--- src/hdl/aebm_pkg.sv ---
package aebm_pkg;

  localparam int ADDR_W = 24;
  localparam int DATA_W = 16;
  localparam int OP_W   = 32;
  localparam int BYTE_W = 8;

  // size pin codes
  localparam logic [1:0] SIZE_BYTE  = 2'h1;
  localparam logic [1:0] SIZE_WORD  = 2'h2;
  localparam logic [1:0] SIZE_3BYTE = 2'h3;
  localparam logic [1:0] SIZE_LONG  = 2'h0;

  // address space codes
  localparam logic [2:0] SPACE_USER_DATA = 3'h1;
  localparam logic [2:0] SPACE_USER_PROG = 3'h2;
  localparam logic [2:0] SPACE_SUPV_DATA = 3'h5;
  localparam logic [2:0] SPACE_SUPV_PROG = 3'h6;
  localparam logic [2:0] SPACE_CONTROL   = 3'h7;

  // acknowledge pair levels {hi, lo}
  localparam logic [1:0] ACK_WAIT   = 2'h3;
  localparam logic [1:0] ACK_PORT8  = 2'h2;
  localparam logic [1:0] ACK_PORT16 = 2'h1;
  localparam logic [1:0] ACK_RSVD   = 2'h0;

  // bytes left in the operand
  localparam logic [2:0] REM_ZERO = 3'h0;
  localparam logic [2:0] REM_ONE  = 3'h1;
  localparam logic [2:0] REM_TWO  = 3'h2;
  localparam logic [2:0] REM_LONG = 3'h4;

  localparam int MON_CYCLES_DEF = 64;

  typedef enum logic [5:0] {
    ST_IDLE = 6'h01,
    ST_ADDR = 6'h02,
    ST_ASRT = 6'h04,
    ST_WDAT = 6'h08,
    ST_WAIT = 6'h10,
    ST_END  = 6'h20
  } aebm_state_t;

  typedef struct packed {
    logic [ADDR_W-1:0] addr;
    logic [1:0]        size;
    logic              write;
    logic [2:0]        space;
    logic              iack;
    logic [OP_W-1:0]   wdata;
  } aebm_req_t;

  typedef struct packed {
    logic [OP_W-1:0] rdata;
    logic            fault;
    logic            bus_fault_in_exc;
    logic            autovec;
  } aebm_rsp_t;

endpackage : aebm_pkg

--- src/hdl/aebm_lane.sv ---
`timescale 1ns/1ns
module aebm_lane (
  // operand state
  input  wire logic [31:0] op,
  input  wire logic [2:0]  rem,
  input  wire logic        addr0,
  input  wire logic        port16,
  // data pins
  input  wire logic [15:0] rd_bus,
  // lane results
  output logic             wide,
  output logic [15:0]      wr_lanes,
  output logic [15:0]      rd_bits
);

  logic [7:0] b0;
  logic [7:0] b1;
  logic [7:0] rd_byte;

  assign b0 = op[31:24];
  assign b1 = op[23:16];

  // only an aligned 16-bit port takes two bytes at once
  assign wide = port16 && !addr0 && (rem >= aebm_pkg::REM_TWO);

  always_comb
  begin
    // all sixteen lines driven; single byte copied to both lanes
    if (addr0 || rem == aebm_pkg::REM_ONE)
      wr_lanes = {b0, b0};
    else
      wr_lanes = {b0, b1};
  end

  always_comb
  begin
    // 8-bit port sits on the upper lane
    if (port16 && addr0)
      rd_byte = rd_bus[7:0];
    else
      rd_byte = rd_bus[15:8];
    if (wide)
      rd_bits = rd_bus;
    else
      rd_bits = {8'h00, rd_byte};
  end

endmodule : aebm_lane

--- src/hdl/aebm_master.sv ---
`timescale 1ns/1ns
module aebm_master #(
  parameter int MON_CYCLES = aebm_pkg::MON_CYCLES_DEF
) (
  // clock and reset
  input  wire logic                         core_clk,
  input  wire logic                         rst_n,
  // transfer request
  input  wire logic                         req_valid,
  input  wire aebm_pkg::aebm_req_t          req,
  output logic                              req_ready,
  // transfer result
  output logic                              rsp_valid,
  output aebm_pkg::aebm_rsp_t               rsp,
  // bus monitor
  input  wire logic                         monitor_en,
  // address and control pins
  output logic [aebm_pkg::ADDR_W-1:0]       addr_out,
  output logic                              xfer_size_hi,
  output logic                              xfer_size_lo,
  output logic [2:0]                        address_space_code,
  output logic                              rw_read,
  output logic                              address_valid_strobe_n,
  output logic                              data_valid_strobe_n,
  // data pins
  input  wire logic [aebm_pkg::DATA_W-1:0]  data_in,
  output logic [aebm_pkg::DATA_W-1:0]       data_out,
  output logic                              data_oe,
  // termination pins
  input  wire logic                         port_ack_hi_n,
  input  wire logic                         port_ack_lo_n,
  input  wire logic                         bus_fault_in_n,
  input  wire logic                         halt_in_n,
  input  wire logic                         internal_vector_request_n
);

  localparam int AW    = aebm_pkg::ADDR_W;
  localparam int OW    = aebm_pkg::OP_W;
  localparam int MON_W = $clog2(MON_CYCLES) + 1;

  ////////////////////////////////////////////////////////////////////////////

  aebm_pkg::aebm_state_t st_reg;
  aebm_pkg::aebm_state_t st_next;
  aebm_pkg::aebm_req_t   req_reg;

  logic [AW-1:0]    addr_reg;
  logic [2:0]       rem_reg;
  logic [2:0]       rem_next;
  logic [2:0]       step;
  logic [OW-1:0]    op_reg;
  logic [OW-1:0]    acc_reg;
  logic [OW-1:0]    acc_next;
  logic [OW-1:0]    op_init;
  logic [1:0]       size_reg;
  logic [2:0]       space_reg;
  logic             rw_reg;
  logic [15:0]      dout_reg;
  logic             doe_reg;
  logic             last_reg;
  logic [MON_W-1:0] mon_cnt;
  logic             mon_fault;
  logic [1:0]       ack_pair;
  logic             ack_done;
  logic             fault;
  logic             internal_vector_request;
  logic             term;
  logic             wide;
  logic [15:0]      wr_lanes;
  logic [15:0]      rd_bits;
  logic             accept;
  logic             as_on;

  ////////////////////////////////////////////////////////////////////////////
  // termination decode
  assign ack_pair = {port_ack_hi_n, port_ack_lo_n};
  // reserved code waits like 11
  assign ack_done = (ack_pair == aebm_pkg::ACK_PORT8) ||
                    (ack_pair == aebm_pkg::ACK_PORT16);
  assign fault    = !bus_fault_in_n || mon_fault;
  // vector request counts only in interrupt acknowledge cycles
  assign internal_vector_request     = req_reg.iack && !internal_vector_request_n;
  assign term     = ack_done || fault || internal_vector_request;
  assign accept   = req_valid && (st_reg == aebm_pkg::ST_IDLE);
  assign step     = wide ? aebm_pkg::REM_TWO : aebm_pkg::REM_ONE;
  assign rem_next = rem_reg - step;

  aebm_lane u_lane (
    .op       (op_reg),
    .rem      (rem_reg),
    .addr0    (addr_reg[0]),
    .port16   (ack_pair == aebm_pkg::ACK_PORT16),
    .rd_bus   (data_in),
    .wide     (wide),
    .wr_lanes (wr_lanes),
    .rd_bits  (rd_bits)
  );

  ////////////////////////////////////////////////////////////////////////////
  // sequencer: one state per half bus clock
  always_comb
  begin
    st_next = st_reg;
    unique case (st_reg)
      aebm_pkg::ST_IDLE:
        if (req_valid)
          st_next = aebm_pkg::ST_ADDR;
      aebm_pkg::ST_ADDR:
        st_next = aebm_pkg::ST_ASRT;
      aebm_pkg::ST_ASRT:
        if (rw_reg)
          st_next = aebm_pkg::ST_WAIT;
        else
          st_next = aebm_pkg::ST_WDAT;
      aebm_pkg::ST_WDAT:
        st_next = aebm_pkg::ST_WAIT;
      aebm_pkg::ST_WAIT:
        if (term)
          st_next = aebm_pkg::ST_END;
      aebm_pkg::ST_END:
        if (last_reg)
          st_next = aebm_pkg::ST_IDLE;
        else
          st_next = aebm_pkg::ST_ADDR;
      default:
        st_next = aebm_pkg::ST_IDLE;
    endcase
  end

  always_ff @(posedge core_clk or negedge rst_n)
  begin
    if (!rst_n)
      st_reg <= aebm_pkg::ST_IDLE;
    else
      st_reg <= st_next;
  end

  ////////////////////////////////////////////////////////////////////////////
  // operand bookkeeping
  always_comb
  begin
    unique case (req.size)
      aebm_pkg::SIZE_LONG:  op_init = req.wdata;
      aebm_pkg::SIZE_3BYTE: op_init = {req.wdata[23:0], 8'h00};
      aebm_pkg::SIZE_WORD:  op_init = {req.wdata[15:0], 16'h0000};
      aebm_pkg::SIZE_BYTE:  op_init = {req.wdata[7:0], 24'h000000};
    endcase
  end

  always_ff @(posedge core_clk or negedge rst_n)
  begin
    if (!rst_n)
    begin
      req_reg  <= '0;
      addr_reg <= '0;
      rem_reg  <= aebm_pkg::REM_ZERO;
      op_reg   <= '0;
      last_reg <= 1'b0;
    end
    else if (accept)
    begin
      req_reg  <= req;
      addr_reg <= req.addr;
      op_reg   <= op_init;
      last_reg <= 1'b0;
      if (req.size == aebm_pkg::SIZE_LONG)
        rem_reg <= aebm_pkg::REM_LONG;
      else
        rem_reg <= {1'b0, req.size};
    end
    else if (st_reg == aebm_pkg::ST_WAIT && term)
    begin
      // next cycle points at the next most significant byte
      addr_reg <= addr_reg + AW'(step);
      rem_reg  <= rem_next;
      op_reg   <= wide ? {op_reg[15:0], 16'h0000} : {op_reg[23:0], 8'h00};
      last_reg <= (rem_next == aebm_pkg::REM_ZERO) || fault || internal_vector_request;
    end
  end

  ////////////////////////////////////////////////////////////////////////////
  // pins that hold for the whole cycle, loaded at its start
  always_ff @(posedge core_clk or negedge rst_n)
  begin
    if (!rst_n)
    begin
      size_reg  <= aebm_pkg::SIZE_BYTE;
      space_reg <= aebm_pkg::SPACE_USER_DATA;
      addr_out  <= '0;
    end
    else if (st_next == aebm_pkg::ST_ADDR)
    begin
      // bytes left 4,1,2,3 map onto 00,01,10,11
      size_reg  <= accept ? req.size : rem_reg[1:0];
      space_reg <= accept ? req.space : req_reg.space;
      addr_out  <= accept ? req.addr : addr_reg;
    end
  end

  // direction resets high, holds between cycles and moves only when a cycle starts
  always_ff @(posedge core_clk or negedge rst_n)
  begin
    if (!rst_n)
      rw_reg <= 1'b1;
    else if (accept)
      rw_reg <= !req.write;
  end

  ////////////////////////////////////////////////////////////////////////////
  // write data lanes
  always_ff @(posedge core_clk or negedge rst_n)
  begin
    if (!rst_n)
    begin
      dout_reg <= '0;
      doe_reg  <= 1'b0;
    end
    else if (st_next == aebm_pkg::ST_WDAT)
    begin
      dout_reg <= wr_lanes;
      doe_reg  <= 1'b1;
    end
    else if (st_reg == aebm_pkg::ST_END)
      doe_reg  <= 1'b0;
  end

  ////////////////////////////////////////////////////////////////////////////
  // read assembly and result
  always_comb
  begin
    if (wide)
      acc_next = {acc_reg[15:0], rd_bits};
    else
      acc_next = {acc_reg[23:0], rd_bits[7:0]};
  end

  always_ff @(posedge core_clk or negedge rst_n)
  begin
    if (!rst_n)
    begin
      acc_reg <= '0;
      rsp     <= '0;
    end
    else if (accept)
    begin
      acc_reg <= '0;
      rsp     <= '0;
    end
    else if (st_reg == aebm_pkg::ST_WAIT && term)
    begin
      // data latched on the edge that closes the cycle
      if (rw_reg && ack_done && !fault && !internal_vector_request)
        acc_reg <= acc_next;
      rsp.fault    <= fault;
      rsp.bus_fault_in_exc <= fault && !halt_in_n;
      rsp.autovec  <= internal_vector_request && !fault;
    end
    else if (st_reg == aebm_pkg::ST_END)
      rsp.rdata <= acc_reg;
  end

  always_ff @(posedge core_clk or negedge rst_n)
  begin
    if (!rst_n)
      rsp_valid <= 1'b0;
    else
      rsp_valid <= (st_reg == aebm_pkg::ST_END) && last_reg;
  end

  ////////////////////////////////////////////////////////////////////////////
  // bus monitor: faults a cycle that waits too long
  always_ff @(posedge core_clk or negedge rst_n)
  begin
    if (!rst_n)
      mon_cnt <= '0;
    else if (st_reg == aebm_pkg::ST_WAIT && !term)
      mon_cnt <= mon_cnt + MON_W'(1);
    else
      mon_cnt <= '0;
  end

  assign mon_fault = monitor_en && (mon_cnt == MON_W'(MON_CYCLES - 1));

  ////////////////////////////////////////////////////////////////////////////
  // outputs
  assign req_ready    = (st_reg == aebm_pkg::ST_IDLE);
  assign xfer_size_hi = size_reg[1];
  assign xfer_size_lo = size_reg[0];
  assign address_space_code = space_reg;
  assign rw_read      = rw_reg;
  assign data_out     = dout_reg;
  assign data_oe      = doe_reg;
  assign as_on = (st_reg == aebm_pkg::ST_ASRT) ||
                 (st_reg == aebm_pkg::ST_WDAT) ||
                 (st_reg == aebm_pkg::ST_WAIT);
  assign address_valid_strobe_n = !as_on;
  assign data_valid_strobe_n =
    !((st_reg == aebm_pkg::ST_WAIT) ||
      (st_reg == aebm_pkg::ST_ASRT && rw_reg));
endmodule : aebm_master

--- config.mk ---
export PLATFORM = sky130hd
export DESIGN_NAME = aebm_master
export DESIGN_NICKNAME = d
export VERILOG_FILES = /design/src/hdl/aebm_pkg.sv /design/src/hdl/aebm_lane.sv /design/src/hdl/aebm_master.sv
export SDC_FILE = /design/constraint.sdc
export NUM_CORES = 1
export LEC_CHECK = 0
export BUFFER_PORTS_ARGS = -buffer_cell sky130_fd_sc_hd__buf_2
export CAP_MARGIN = 20
export CORE_ASPECT_RATIO = 0.6
export CORE_MARGIN = 2
export CORE_UTILIZATION = 55
export CTS_BUF_LIST = sky130_fd_sc_hd__clkbuf_16
export CTS_CLUSTER_DIAMETER = 150
export DETAILED_ROUTE_END_ITERATION = 6
export HOLD_SLACK_MARGIN = 0.02
export PLACE_DENSITY = 0.83
export SYNTH_ARGS = -nofsm -noshare
export SYNTH_HDL_FRONTEND = slang
export SYNTH_HIERARCHICAL = 1
export SYNTH_SLANG_ARGS = --single-unit
--- constraint.sdc ---
create_clock -name core_clk -period 7.4 [get_ports core_clk]
set_clock_uncertainty 0.2 [all_clocks]
set_input_delay 0.74 -clock core_clk [delete_from_list [all_inputs] [get_ports core_clk]]
set_output_delay 0.74 -clock core_clk [all_outputs]
set_load 0.05 [all_outputs]
=== Yosys cells after proc, flatten, opt, wreduce, memory -nomap -nowiden ===
Cells that the tools add are included.

* Bits in registers: 192
* Latch bits: 0
* RAM bits: 0
* Memory bits (read-only): 0
* Input bits: 88
* Output and inout port bits: 86
* Word-level logic and storage cells: 117
* Memories: 0

* Add/subtract/negate cells: 3
* Multipliers: 0
* Div/mod/pow operators: 0
* Magnitude comparators: 1
* Eq/ne operators: 16
* Shifts and indexed selects: 0
* Multiplexer cells: 34
* Bitwise gates (word level): 0
* Reduce and logical (&&, ||, !) cells: 43

{| class="wikitable"
|+ Operators with widths
! kind !! count
|-
| $mux 32 || 9
|-
| $pmux 32 s4 || 1
|-
| $mux 24 || 3
|-
| $pmux 6 s6 || 1
|-
| $mux 35 || 1
|-
| $add 24x2->24 || 1
|-
| $mux 16 || 1
|-
| $mux 8 || 2
|-
| $logic_and 1x1->1 || 15
|-
| $mux 3 || 5
|-
| $eq 6x2->1 const B || 2
|-
| $eq 6x4->1 const B || 2
|-
| $mux 6 || 2
|-
| $logic_not 1->1 || 10
|-
| $logic_or 1x1->1 || 10
|-
| $reduce_bool 2->1 || 4
|-
| $add 7x1->7 const B || 1
|-
| $eq 7x6->1 const B || 1
|-
| $mux 7 || 1
|-
| $eq 2x2->1 const B || 3
|-
| $eq 6x1->1 const B || 1
|-
| $eq 6x3->1 const B || 1
|-
| $eq 6x5->1 const B || 1
|-
| $eq 6x6->1 const B || 1
|-
| other kinds (11) || 18
|}

=== Logic depth before layout (Yosys ltp) ===
Gate-level depths: netlist of the first run.

* Depth in word-level cells: 10
* Depth in mapped cells: 15
* Mapped depth without buffers: 13

=== Modules after synthesis ===
Netlist of the first run, hierarchy kept.

{| class="wikitable"
|+ By module, submodules not included
! module !! instances !! cells an instance !! area an instance (sq um) !! seq. area each (sq um)
|-
| aebm_master || 1 || 983 || 9435.3 || 4809.6
|-
| aebm_lane || 1 || 66 || 514.2 || 0.0
|}

=== Worst setup path after synthesis of the first run ===
Ideal clock, no wire load.

* Kind: input to register
* From: input port port_ack_hi_n
* To: register addr_reg[20]
* Setup time: 0.082 ns
* Arrival: 3.886 ns
* Required time: 7.118 ns
* Path slack: 3.233 ns
* Stages: 13
* Path buffers: 2
* Cells stage by stage: inv_1 -> ha_1 -> nand2b_1 -> clkbuf_1 -> nor2_1 -> clkbuf_1 -> clkinv_1 -> fa_1 -> nor2b_1 -> nand3_1 -> a2111o_1 -> or3_1 -> a31oi_1

* Word-level cells in the longest chain between the ends: 7
* Elaborated cells on any way between the ends: 13
* Classes of those cells: add/sub: 1; eq/ne: 2; mux: 3; reduce/logical: 7

{| class="wikitable"
|+ Ends and longest elaborated chain
! element !! RTL line !! RTL
|-
| from (decl) || aebm_master.sv:30 || <nowiki>input wire logic port_ack_hi_n,</nowiki>
|-
| $eq 2x1->1 || aebm_master.sv:92 || <nowiki>.port16 (ack_pair == aebm_pkg::ACK_PORT16),</nowiki>
|-
| $logic_and 1x1->1 (2 in series) || aebm_lane.sv:24 || <nowiki>assign wide = port16 && !addr0 && (rem >= aebm_pkg::REM_TWO);</nowiki>
|-
| net wide || aebm_master.sv:68 || <nowiki>logic wide;</nowiki>
|-
| $mux 2 || aebm_master.sv:85 || <nowiki>assign step = wide ? aebm_pkg::REM_TWO : aebm_pkg::REM_ONE;</nowiki>
|-
| $add 24x2->24 || aebm_master.sv:174 || <nowiki>addr_reg <= addr_reg + AW'(step);</nowiki>
|-
| $mux 24 || aebm_master.sv:171 || <nowiki>else if (st_reg == aebm_pkg::ST_WAIT && term)</nowiki>
|-
| $mux 24 || aebm_master.sv:160 || <nowiki>else if (accept)</nowiki>
|-
| to (signal assigned) || aebm_master.sv:163 || <nowiki>addr_reg <= req.addr;</nowiki>
|-
| to (signal assigned) || aebm_master.sv:174 ||
|-
| to (decl) || aebm_master.sv:47 || <nowiki>logic [AW-1:0] addr_reg;</nowiki>
|}

The timed path passes the listed nets, and every way through them passes these cells. The select of a mux whose other input is x is not followed.
A chain may end at the register's enable or synchronous reset.

=== Final worst setup path of the first run ===
* From: register addr_reg[0]
* To: register addr_reg[20]

* Word-level cells in the longest chain between the ends: 7

{| class="wikitable"
|+ Ends and longest elaborated chain
! element !! RTL line
|-
| $logic_not 1->1 || aebm_lane.sv:24
|-
| $logic_and 1x1->1 (2 in series) || aebm_lane.sv:24
|-
| net wide || aebm_master.sv:68
|-
| $mux 2 || aebm_master.sv:85
|-
| $add 24x2->24 || aebm_master.sv:174
|-
| $mux 24 || aebm_master.sv:171
|-
| $mux 24 || aebm_master.sv:160
|}

The timed path passes the listed nets, and every way through them passes these cells. The select of a mux whose other input is x is not followed.

==> out/metrics.cfg, run 1 <==
[status]
run_status = finished clean

[worst_setup_path]
worstPathCellList = nand2b_1 -> nor2_4 -> clkinv_1 -> ha_1 -> inv_1 -> fa_1 -> nor2b_1 -> nand3_1 -> a2111o_1 -> or3_1 -> a31oi_1
maximum_single_stage_delay_on_the_critical_path_ps = 780
critical_path.reg2reg.startpoint = addr_reg[0]
critical_path.max_fanout = 21
critical_path.slowest_cell = sky130_fd_sc_hd__dfrtp_1
critical_path_arrival_ps = 4340
timing_worst_setup_path_type = register to register
cp.required_ps = 7570
timing.critical_path.to_type = register
crit_path_end = addr_reg[20]
critical_path.startpoint_type = register
timing.reg2reg.setup_slack_ps = 3230
cp-startpoint = addr_reg[0]
r2r-end = addr_reg[20]
worst_r2r_path_depth = 11

[pwr]
p_sw_frac = 0.442
p_int_mw = 2.34
ir_drop_v = 0.000190
power.combinational.fraction = 0.385
netSwitchingPower_mw = 1.85
cellPowerDensity_mw_per_mm2 = 367
finalPower_mw = 4.19
p_leak_nw = 5.21
share_clk_of_total_power = 0.227
power_frac_seq = 0.387

[place]
hpwl_um = 18100
dp_slack_ps = 2970
port-buffer-count = 173
place.gp.congestion = 0.916

[cells_and_area]
area_used_by_multi_input_combinational_logic_mm2 = 0.00469
n_antenna_cell = 0
seqCellArea_mm2 = 0.00481
numnets_final = 1267
largest_reg_flops = 35
layout-drive-gt1-share = 0.217
final_common_cell = sky130_fd_sc_hd__nand2_1
area_growth_syn_to_layout_pct = 15.0
nFillCells = 1494
layout.cells.most_common_list = sky130_fd_sc_hd__nand2_1 (258), sky130_fd_sc_hd__dfrtp_1 (188), sky130_fd_sc_hd__buf_2 (172), sky130_fd_sc_hd__mux2i_1 (64), sky130_fd_sc_hd__nor2_1 (57)

[timing]
timing.slew.headroom = 0.302
achievable-frequency_mhz = 240
max_slew.worst_pin.slew_ps = 1040
setup_repair_after_global_routing_missed_its_margin = no
minimum_clock_period_ps = 4170
slew_violations = 0
setup_total_negative_slack_ps = 0
layout_worst_path_cycle_share = 0.563
timing.final.ws_setup_ps = 3230
finalSetupViolCount = 0
final_hold_viols = 0

[routing]
route.final.wire_length_um = 26300
drc_violation_count_after_routing = 0
detailroute.via_count = 8374
wl_per_cell_um = 18.4
final_antenna_net_count = 0
drt_first_iter_violations = 849
drt_pre_antenna_iters = 5
vias_per_cell = 5.88

[cts]
clock_tree.root_cell = sky130_fd_sc_hd__clkbuf_16
clock_pin_slew_reported_for_the_worst_setup_and_hold_paths_after_clock_tree_synthesis_ps = 80
clock_insertion_delay_worst_skew_ps = 440
cts_sinks = 192
cts_resized = 0
ctsHoldBuffers = 0
tritoncts = done
clock_tree.htree_level_count = 4
clockBufferDepth = 2
postCtsSetupBuffers = 0
clock_buffer_count_from_cts = 17

[logic_synthesis]
netlist_instances = 1049
synth.avg_cell_area_um2 = 9.48
ys_dominant_reg_cell = sky130_fd_sc_hd__dfrtp_1
synth-seq-cells = 192
ffs_w_async_s_r_synth = 1.00
seq_area_frac_synth = 0.483
synth_edf_count = 0
post_synth_instance_area_mm2 = 0.00995
yosysUniqueCellTypes = 63
yosys_warnings = 6
mappedNetlistNets = 1144

[global_route]
maximum_number_of_pins_on_one_net_before_global_route_repair = 118
globalRoute.totalOverflow = 0
number_of_global_route_vias_before_repair = 7809
grt_first_pass_wirelength_um = 42200
number_of_antenna_violations_at_the_first_check_in_global_routing = 0
grt_usage = 0.283

[run]
max-cap-violations = 0

[floorplan]
die_area_mm2 = 0.0192
placementRows = 38
floorplan.initialDensity = 0.557
chipWidth_um = 178
core_mm2 = 0.0179
floorplan.io_pins = 174
die_y_extent_um = 108

[hold_path]
timing.hold.worst.class = input pin to asynchronous set/reset pin

-- cell families after synthesis --
family          count (synthesis)  synth area share
buf+inv                       100            0.0470
simple gates                  459             0.214
fa+ha+maj                       7            0.0103
compound gates                176             0.119
mux                            92             0.105
xor+xnor                       23            0.0202
flops                         192             0.483
-- layout make-up --
type                            count  area share
Clock buffer                       17      0.0372
Inverter                           19     0.00623
Multi-Input combinational cell    757       0.410
Tap cell                          240      0.0263
Sequential cell                   192       0.420
Clock inverter                     15      0.0152
Timing Repair Buffer              185      0.0843
-- per-layer routing --
layer	GRT usage	vias up	wire, um
met3	0.0752	20	2590
met1	0.460	4069	12800
met5	0	-	0
li1	-	3919	-
met2	0.374	366	10600
met4	0.0539	0	203
-- critical path: cells and delay by family (launching register included) --
kind / cells / cell delay (ps)
and+or+nand+nor: 5 / 1470
adders and majority gates: 2 / 660
buffers and inverters: 2 / 340
AOI/OAI and AO/OA: 2 / 650
DFF: 1 / 780
-- power by group through the flow --
stage	Sequential [mW]	Clock [mW]	Combinational, mW
5_1_grt	1.66	1.00	1.76
3_5_place_dp	1.63	0	1.61
6_report	1.62	0.954	1.62
2_1_floorplan	1.95	0	0.872
3_3_place_gp	1.61	0	1.56
4_1_cts	1.61	0.957	1.61
-- synthesized netlist by cell type, drive strengths merged (2+ instances only) --
library cell / number / area share
nand4: 5 / 0.0031
nand3: 45 / 0.023
or4: 3 / 0.0023
a31oi: 37 / 0.023
a2111oi: 4 / 0.0035
o21a: 2 / 0.0015
nor2b: 16 / 0.010
mux2: 20 / 0.023
nand2b: 10 / 0.0063
a2111o: 2 / 0.0023
a221oi: 6 / 0.0053
dfrtp: 188 / 0.47
o31ai: 11 / 0.0097
and2: 7 / 0.0044
and3: 17 / 0.011
ha: 5 / 0.0063
o22ai: 2 / 0.0013
a21o: 5 / 0.0038
a21oi: 17 / 0.0086
a211oi: 13 / 0.0098
nor3: 5 / 0.0025
nor4: 4 / 0.0047
o2111ai: 9 / 0.0079
fa: 2 / 0.0040
a22o: 4 / 0.0035
or3: 3 / 0.0019
mux2i: 64 / 0.064
o21ai: 40 / 0.020
nor3b: 10 / 0.0080
inv: 18 / 0.0068
o211ai: 20 / 0.015
dfstp: 4 / 0.011
mux4: 8 / 0.018
clkbuf: 43 / 0.016
and4: 3 / 0.0026
xor2: 15 / 0.013
nand4bb: 8 / 0.0091
nand3b: 2 / 0.0015
nand2: 259 / 0.098
buf: 38 / 0.024
nor2: 58 / 0.022
xnor2: 8 / 0.0070
-- metrics by stage --
step	utilization	std cells	instance area, um^2	hold slack, ps
floorplan	-	1049	9950	233
CTS	0.640	1425	11400	243
finish	0.640	1425	11400	183
detailed placement	0.606	1393	10800	259
global placement	0.606	1393	10800	250
global route	0.640	1425	11400	242
-- worst min path at each step --
stage / from / endpoint / slack [ps] / cells past startpoint
2_1_floorplan: mon_cnt[0] / mon_cnt[0] / 230 / 1
3_3_place_gp: req_reg[34] / req_reg[34] / 250 / 2
3_5_place_dp: data_out[14] / data_out[14] / 260 / 2
4_1_cts: req[36] / rw_read / 240 / 2
5_1_grt: req[36] / rw_read / 240 / 2
6_report: rst_n / mon_cnt[4] / 180 / 1
Note: power is estimated with default switching activity, not from simulation.
==> run 2: changes to the inputs <==
ABC_AREA = 1   (was not set)
PLACE_DENSITY = 0.82   (was 0.83)
clock period = 3.9 ns   (was 7.4 ns; I/O delays follow)
==> out/metrics.cfg, run 2 <==
[floorplan]
core_mm2 = 0.0181
floorplan.io_pins = 174
die_area_mm2 = 0.0197
chipWidth_um = 180
placementRows = 38
floorplan.initialDensity = 0.563
die_y_extent_um = 110

[routing]
detailroute.via_count = 9792
drc_violation_count_after_routing = 0
drt_first_iter_violations = 1320
vias_per_cell = 5.54
final_antenna_net_count = 0
wl_per_cell_um = 16.0
route.final.wire_length_um = 28200
drt_pre_antenna_iters = 6

[logic_synthesis]
synth-seq-cells = 192
yosys-top-cells-area = sky130_fd_sc_hd__dfrtp_1 (46%), sky130_fd_sc_hd__nand2_1 (18%), sky130_fd_sc_hd__nand3_1 (7.6%), sky130_fd_sc_hd__o21ai_0 (6.6%), sky130_fd_sc_hd__inv_1 (5.0%)
seq_area_frac_synth = 0.471
netlist_instances = 1373
yosys_warnings = 6
yosysUniqueCellTypes = 42
yosys.cell_count.top_type = sky130_fd_sc_hd__nand2_1
synth.top_cells.by_count = sky130_fd_sc_hd__nand2_1 (479), sky130_fd_sc_hd__dfrtp_1 (188), sky130_fd_sc_hd__nand3_1 (156)
synth_edf_count = 0
mappedNetlistNets = 1468
ffs_w_async_s_r_synth = 1.00
synth_top_cell_area_share = 0.461
synth.avg_cell_area_um2 = 7.43
yosys.area.top_type = sky130_fd_sc_hd__dfrtp_1
post_synth_instance_area_mm2 = 0.0102
ys_dominant_reg_cell = sky130_fd_sc_hd__dfrtp_1

[worst_setup_path]
worstPathCellList = nor2_1 -> inv_2 -> nand2_4 -> inv_1 -> inv_1 -> ha_1 -> inv_1 -> fa_1 -> nor2_1 -> nand3_1 -> nor2_1 -> nand2_1 -> nand2_1 -> o21ai_0 -> nand2_1 -> nand3_1
critical_path.slowest_cell = sky130_fd_sc_hd__dfrtp_1
timing.critical_path.to_type = register
critical_path_arrival_ps = 3440
timing_worst_setup_path_type = register to register
cp.required_ps = 4020
critical_path.max_fanout = 17
maximum_single_stage_delay_on_the_critical_path_ps = 400
critical_path.startpoint_type = register

[pwr]
ir_drop_v = 0.000429
finalPower_mw = 8.04
p_leak_nw = 6.11
cellPowerDensity_mw_per_mm2 = 681

[global_route]
grt_first_pass_wirelength_um = 45500
grt_usage = 0.294
number_of_global_route_vias_before_repair = 8707
number_of_antenna_violations_at_the_first_check_in_global_routing = 0
globalRoute.totalOverflow = 0
maximum_number_of_pins_on_one_net_before_global_route_repair = 97

[place]
place.gp.congestion = 0.917
hpwl_um = 20200
dp_slack_ps = 365
port-buffer-count = 173
placed_cells_incl_taps = 1729
postPlaceCellArea_mm2 = 0.0112

[timing]
layout_worst_path_cycle_share = 0.853
final_hold_viols = 0
timing.final.ws_setup_ps = 574
timing.slew.headroom = 0.478
setup_repair_after_global_routing_missed_its_margin = no
achievable-frequency_mhz = 301
minimum_clock_period_ps = 3330
setup_total_negative_slack_ps = 0
slew_violations = 0
max_slew.worst_pin.slew_ps = 783
finalSetupViolCount = 0

[cts]
clock_insertion_delay_worst_skew_ps = 430
clock_tree.root_cell = sky130_fd_sc_hd__clkbuf_16
clock_tree.htree_level_count = 4
cts_sinks = 192
tritoncts = done
postCtsSetupBuffers = 0
clock_pin_slew_reported_for_the_worst_setup_and_hold_paths_after_clock_tree_synthesis_ps = 70
clockBufferDepth = 2
clock_buffer_count_from_cts = 17

[cells_and_area]
final_common_cell = sky130_fd_sc_hd__nand2_1
layout-drive-gt1-share = 0.163
area_growth_syn_to_layout_pct = 15.7
final_cells = 1768
n_antenna_cell = 0
numnets_final = 1610
layout.cells.most_common_list = sky130_fd_sc_hd__nand2_1 (478), sky130_fd_sc_hd__dfrtp_1 (188), sky130_fd_sc_hd__buf_2 (172), sky130_fd_sc_hd__nand3_1 (156), sky130_fd_sc_hd__inv_1 (137)
nFillCells = 1573
postLayoutCellArea_mm2 = 0.0118
largest_reg_flops = 35

[hold_path]
timing.hold.worst.class = input pin to register

[run]
max-cap-violations = 0

[status]
run_status = finished clean

## run 2: changes by cell type in the layout (fill, tap and decap cells not counted), moves of 14 or more
cell,delta
sky130_fd_sc_hd__nand2_1,+220
sky130_fd_sc_hd__o21ai_0,+128
sky130_fd_sc_hd__inv_1,+121
sky130_fd_sc_hd__nand3_1,+111
sky130_fd_sc_hd__mux2i_1,-58
sky130_fd_sc_hd__a31oi_1,-37
sky130_fd_sc_hd__o21ai_1,-20
sky130_fd_sc_hd__mux2_2,-17
sky130_fd_sc_hd__and3_1,-16
sky130_fd_sc_hd__nor2b_1,-16
sky130_fd_sc_hd__nor2_1,+15
sky130_fd_sc_hd__a21oi_1,-14
## run 2: path summary, 6_finish.rpt
path / from / endpoint / slack, ps / cells after the start
worst max register to register: rem_reg[1] / addr_reg[16] / 570 / 16
max in group asynchronous: rst_n / acc_reg[0] / 2210 / 3
min in group asynchronous: rst_n / rsp[30] / 400 / 2
worst min-delay path: req[7] / op_reg[15] / 50 / 3
worst min register to register: rsp[2] / rsp[2] / 270 / 2
worst max-delay path: rem_reg[1] / addr_reg[16] / 570 / 16
## run 2: metrics by stage
step | util | hold slack, ps
floorplan | - | -106
global placement | 0.618 | 248
detailed placement | 0.618 | 254
CTS | 0.652 | 33.5
global route | 0.652 | 52.6
finish | 0.652 | 47.3
## run 2: cells by family after synthesis
family          count (synthesis)  synth area share
flops                         192             0.471
mux                             6           0.00588
buf+inv                       220            0.0910
simple gates                  735             0.301
compound gates                203             0.112
xor+xnor                       10           0.00858
fa+ha+maj                       7            0.0101
## run 2: layer usage
layer / GRT usage / up-vias / part of all wire
li1: - / 4688 / -
met1: 0.472 / 4570 / 0.48
met2: 0.386 / 506 / 0.39
met3: 0.0815 / 28 / 0.12
met4: 0.0674 / 0 / 0.012
met5: 0 / - / 0
## run 2: area by class of cell
class                           instances  area [um^2]  area share
Inverter                              143          537      0.0455
Multi-Input combinational cell        961         4490       0.380
Clock inverter                         15          121      0.0103
Tap cell                              240          300      0.0254
Timing Repair Buffer                  200         1120      0.0949
Clock buffer                           17          425      0.0360
Sequential cell                       192         4810       0.407
## run 2: what timing repair did
item / 4_1_cts / 5_1_grt
resized for setup: 0 / 0
hold buffers: 7 / 0
endpoints found under the hold margin: 94 / 0
setup endpoints to repair: 0 / 0
## run 2: critical path, delay by kind of cell, from the launching register on
kind,cells,cell delay (ps)
fa+ha+maj,2,580
flops,1,400
simple gates,9,1460
buf+inv,4,470
compound gates,1,70
## run 2: report_power, final
part / total [mW] / internal [mW] / leakage (nW) / switching (mW)
Clock: 1.64 / 0.875 / 0.262 / 0.768
Combinational: 3.49 / 0.959 / 3.31 / 2.53
Sequential: 2.91 / 2.51 / 2.54 / 0.396
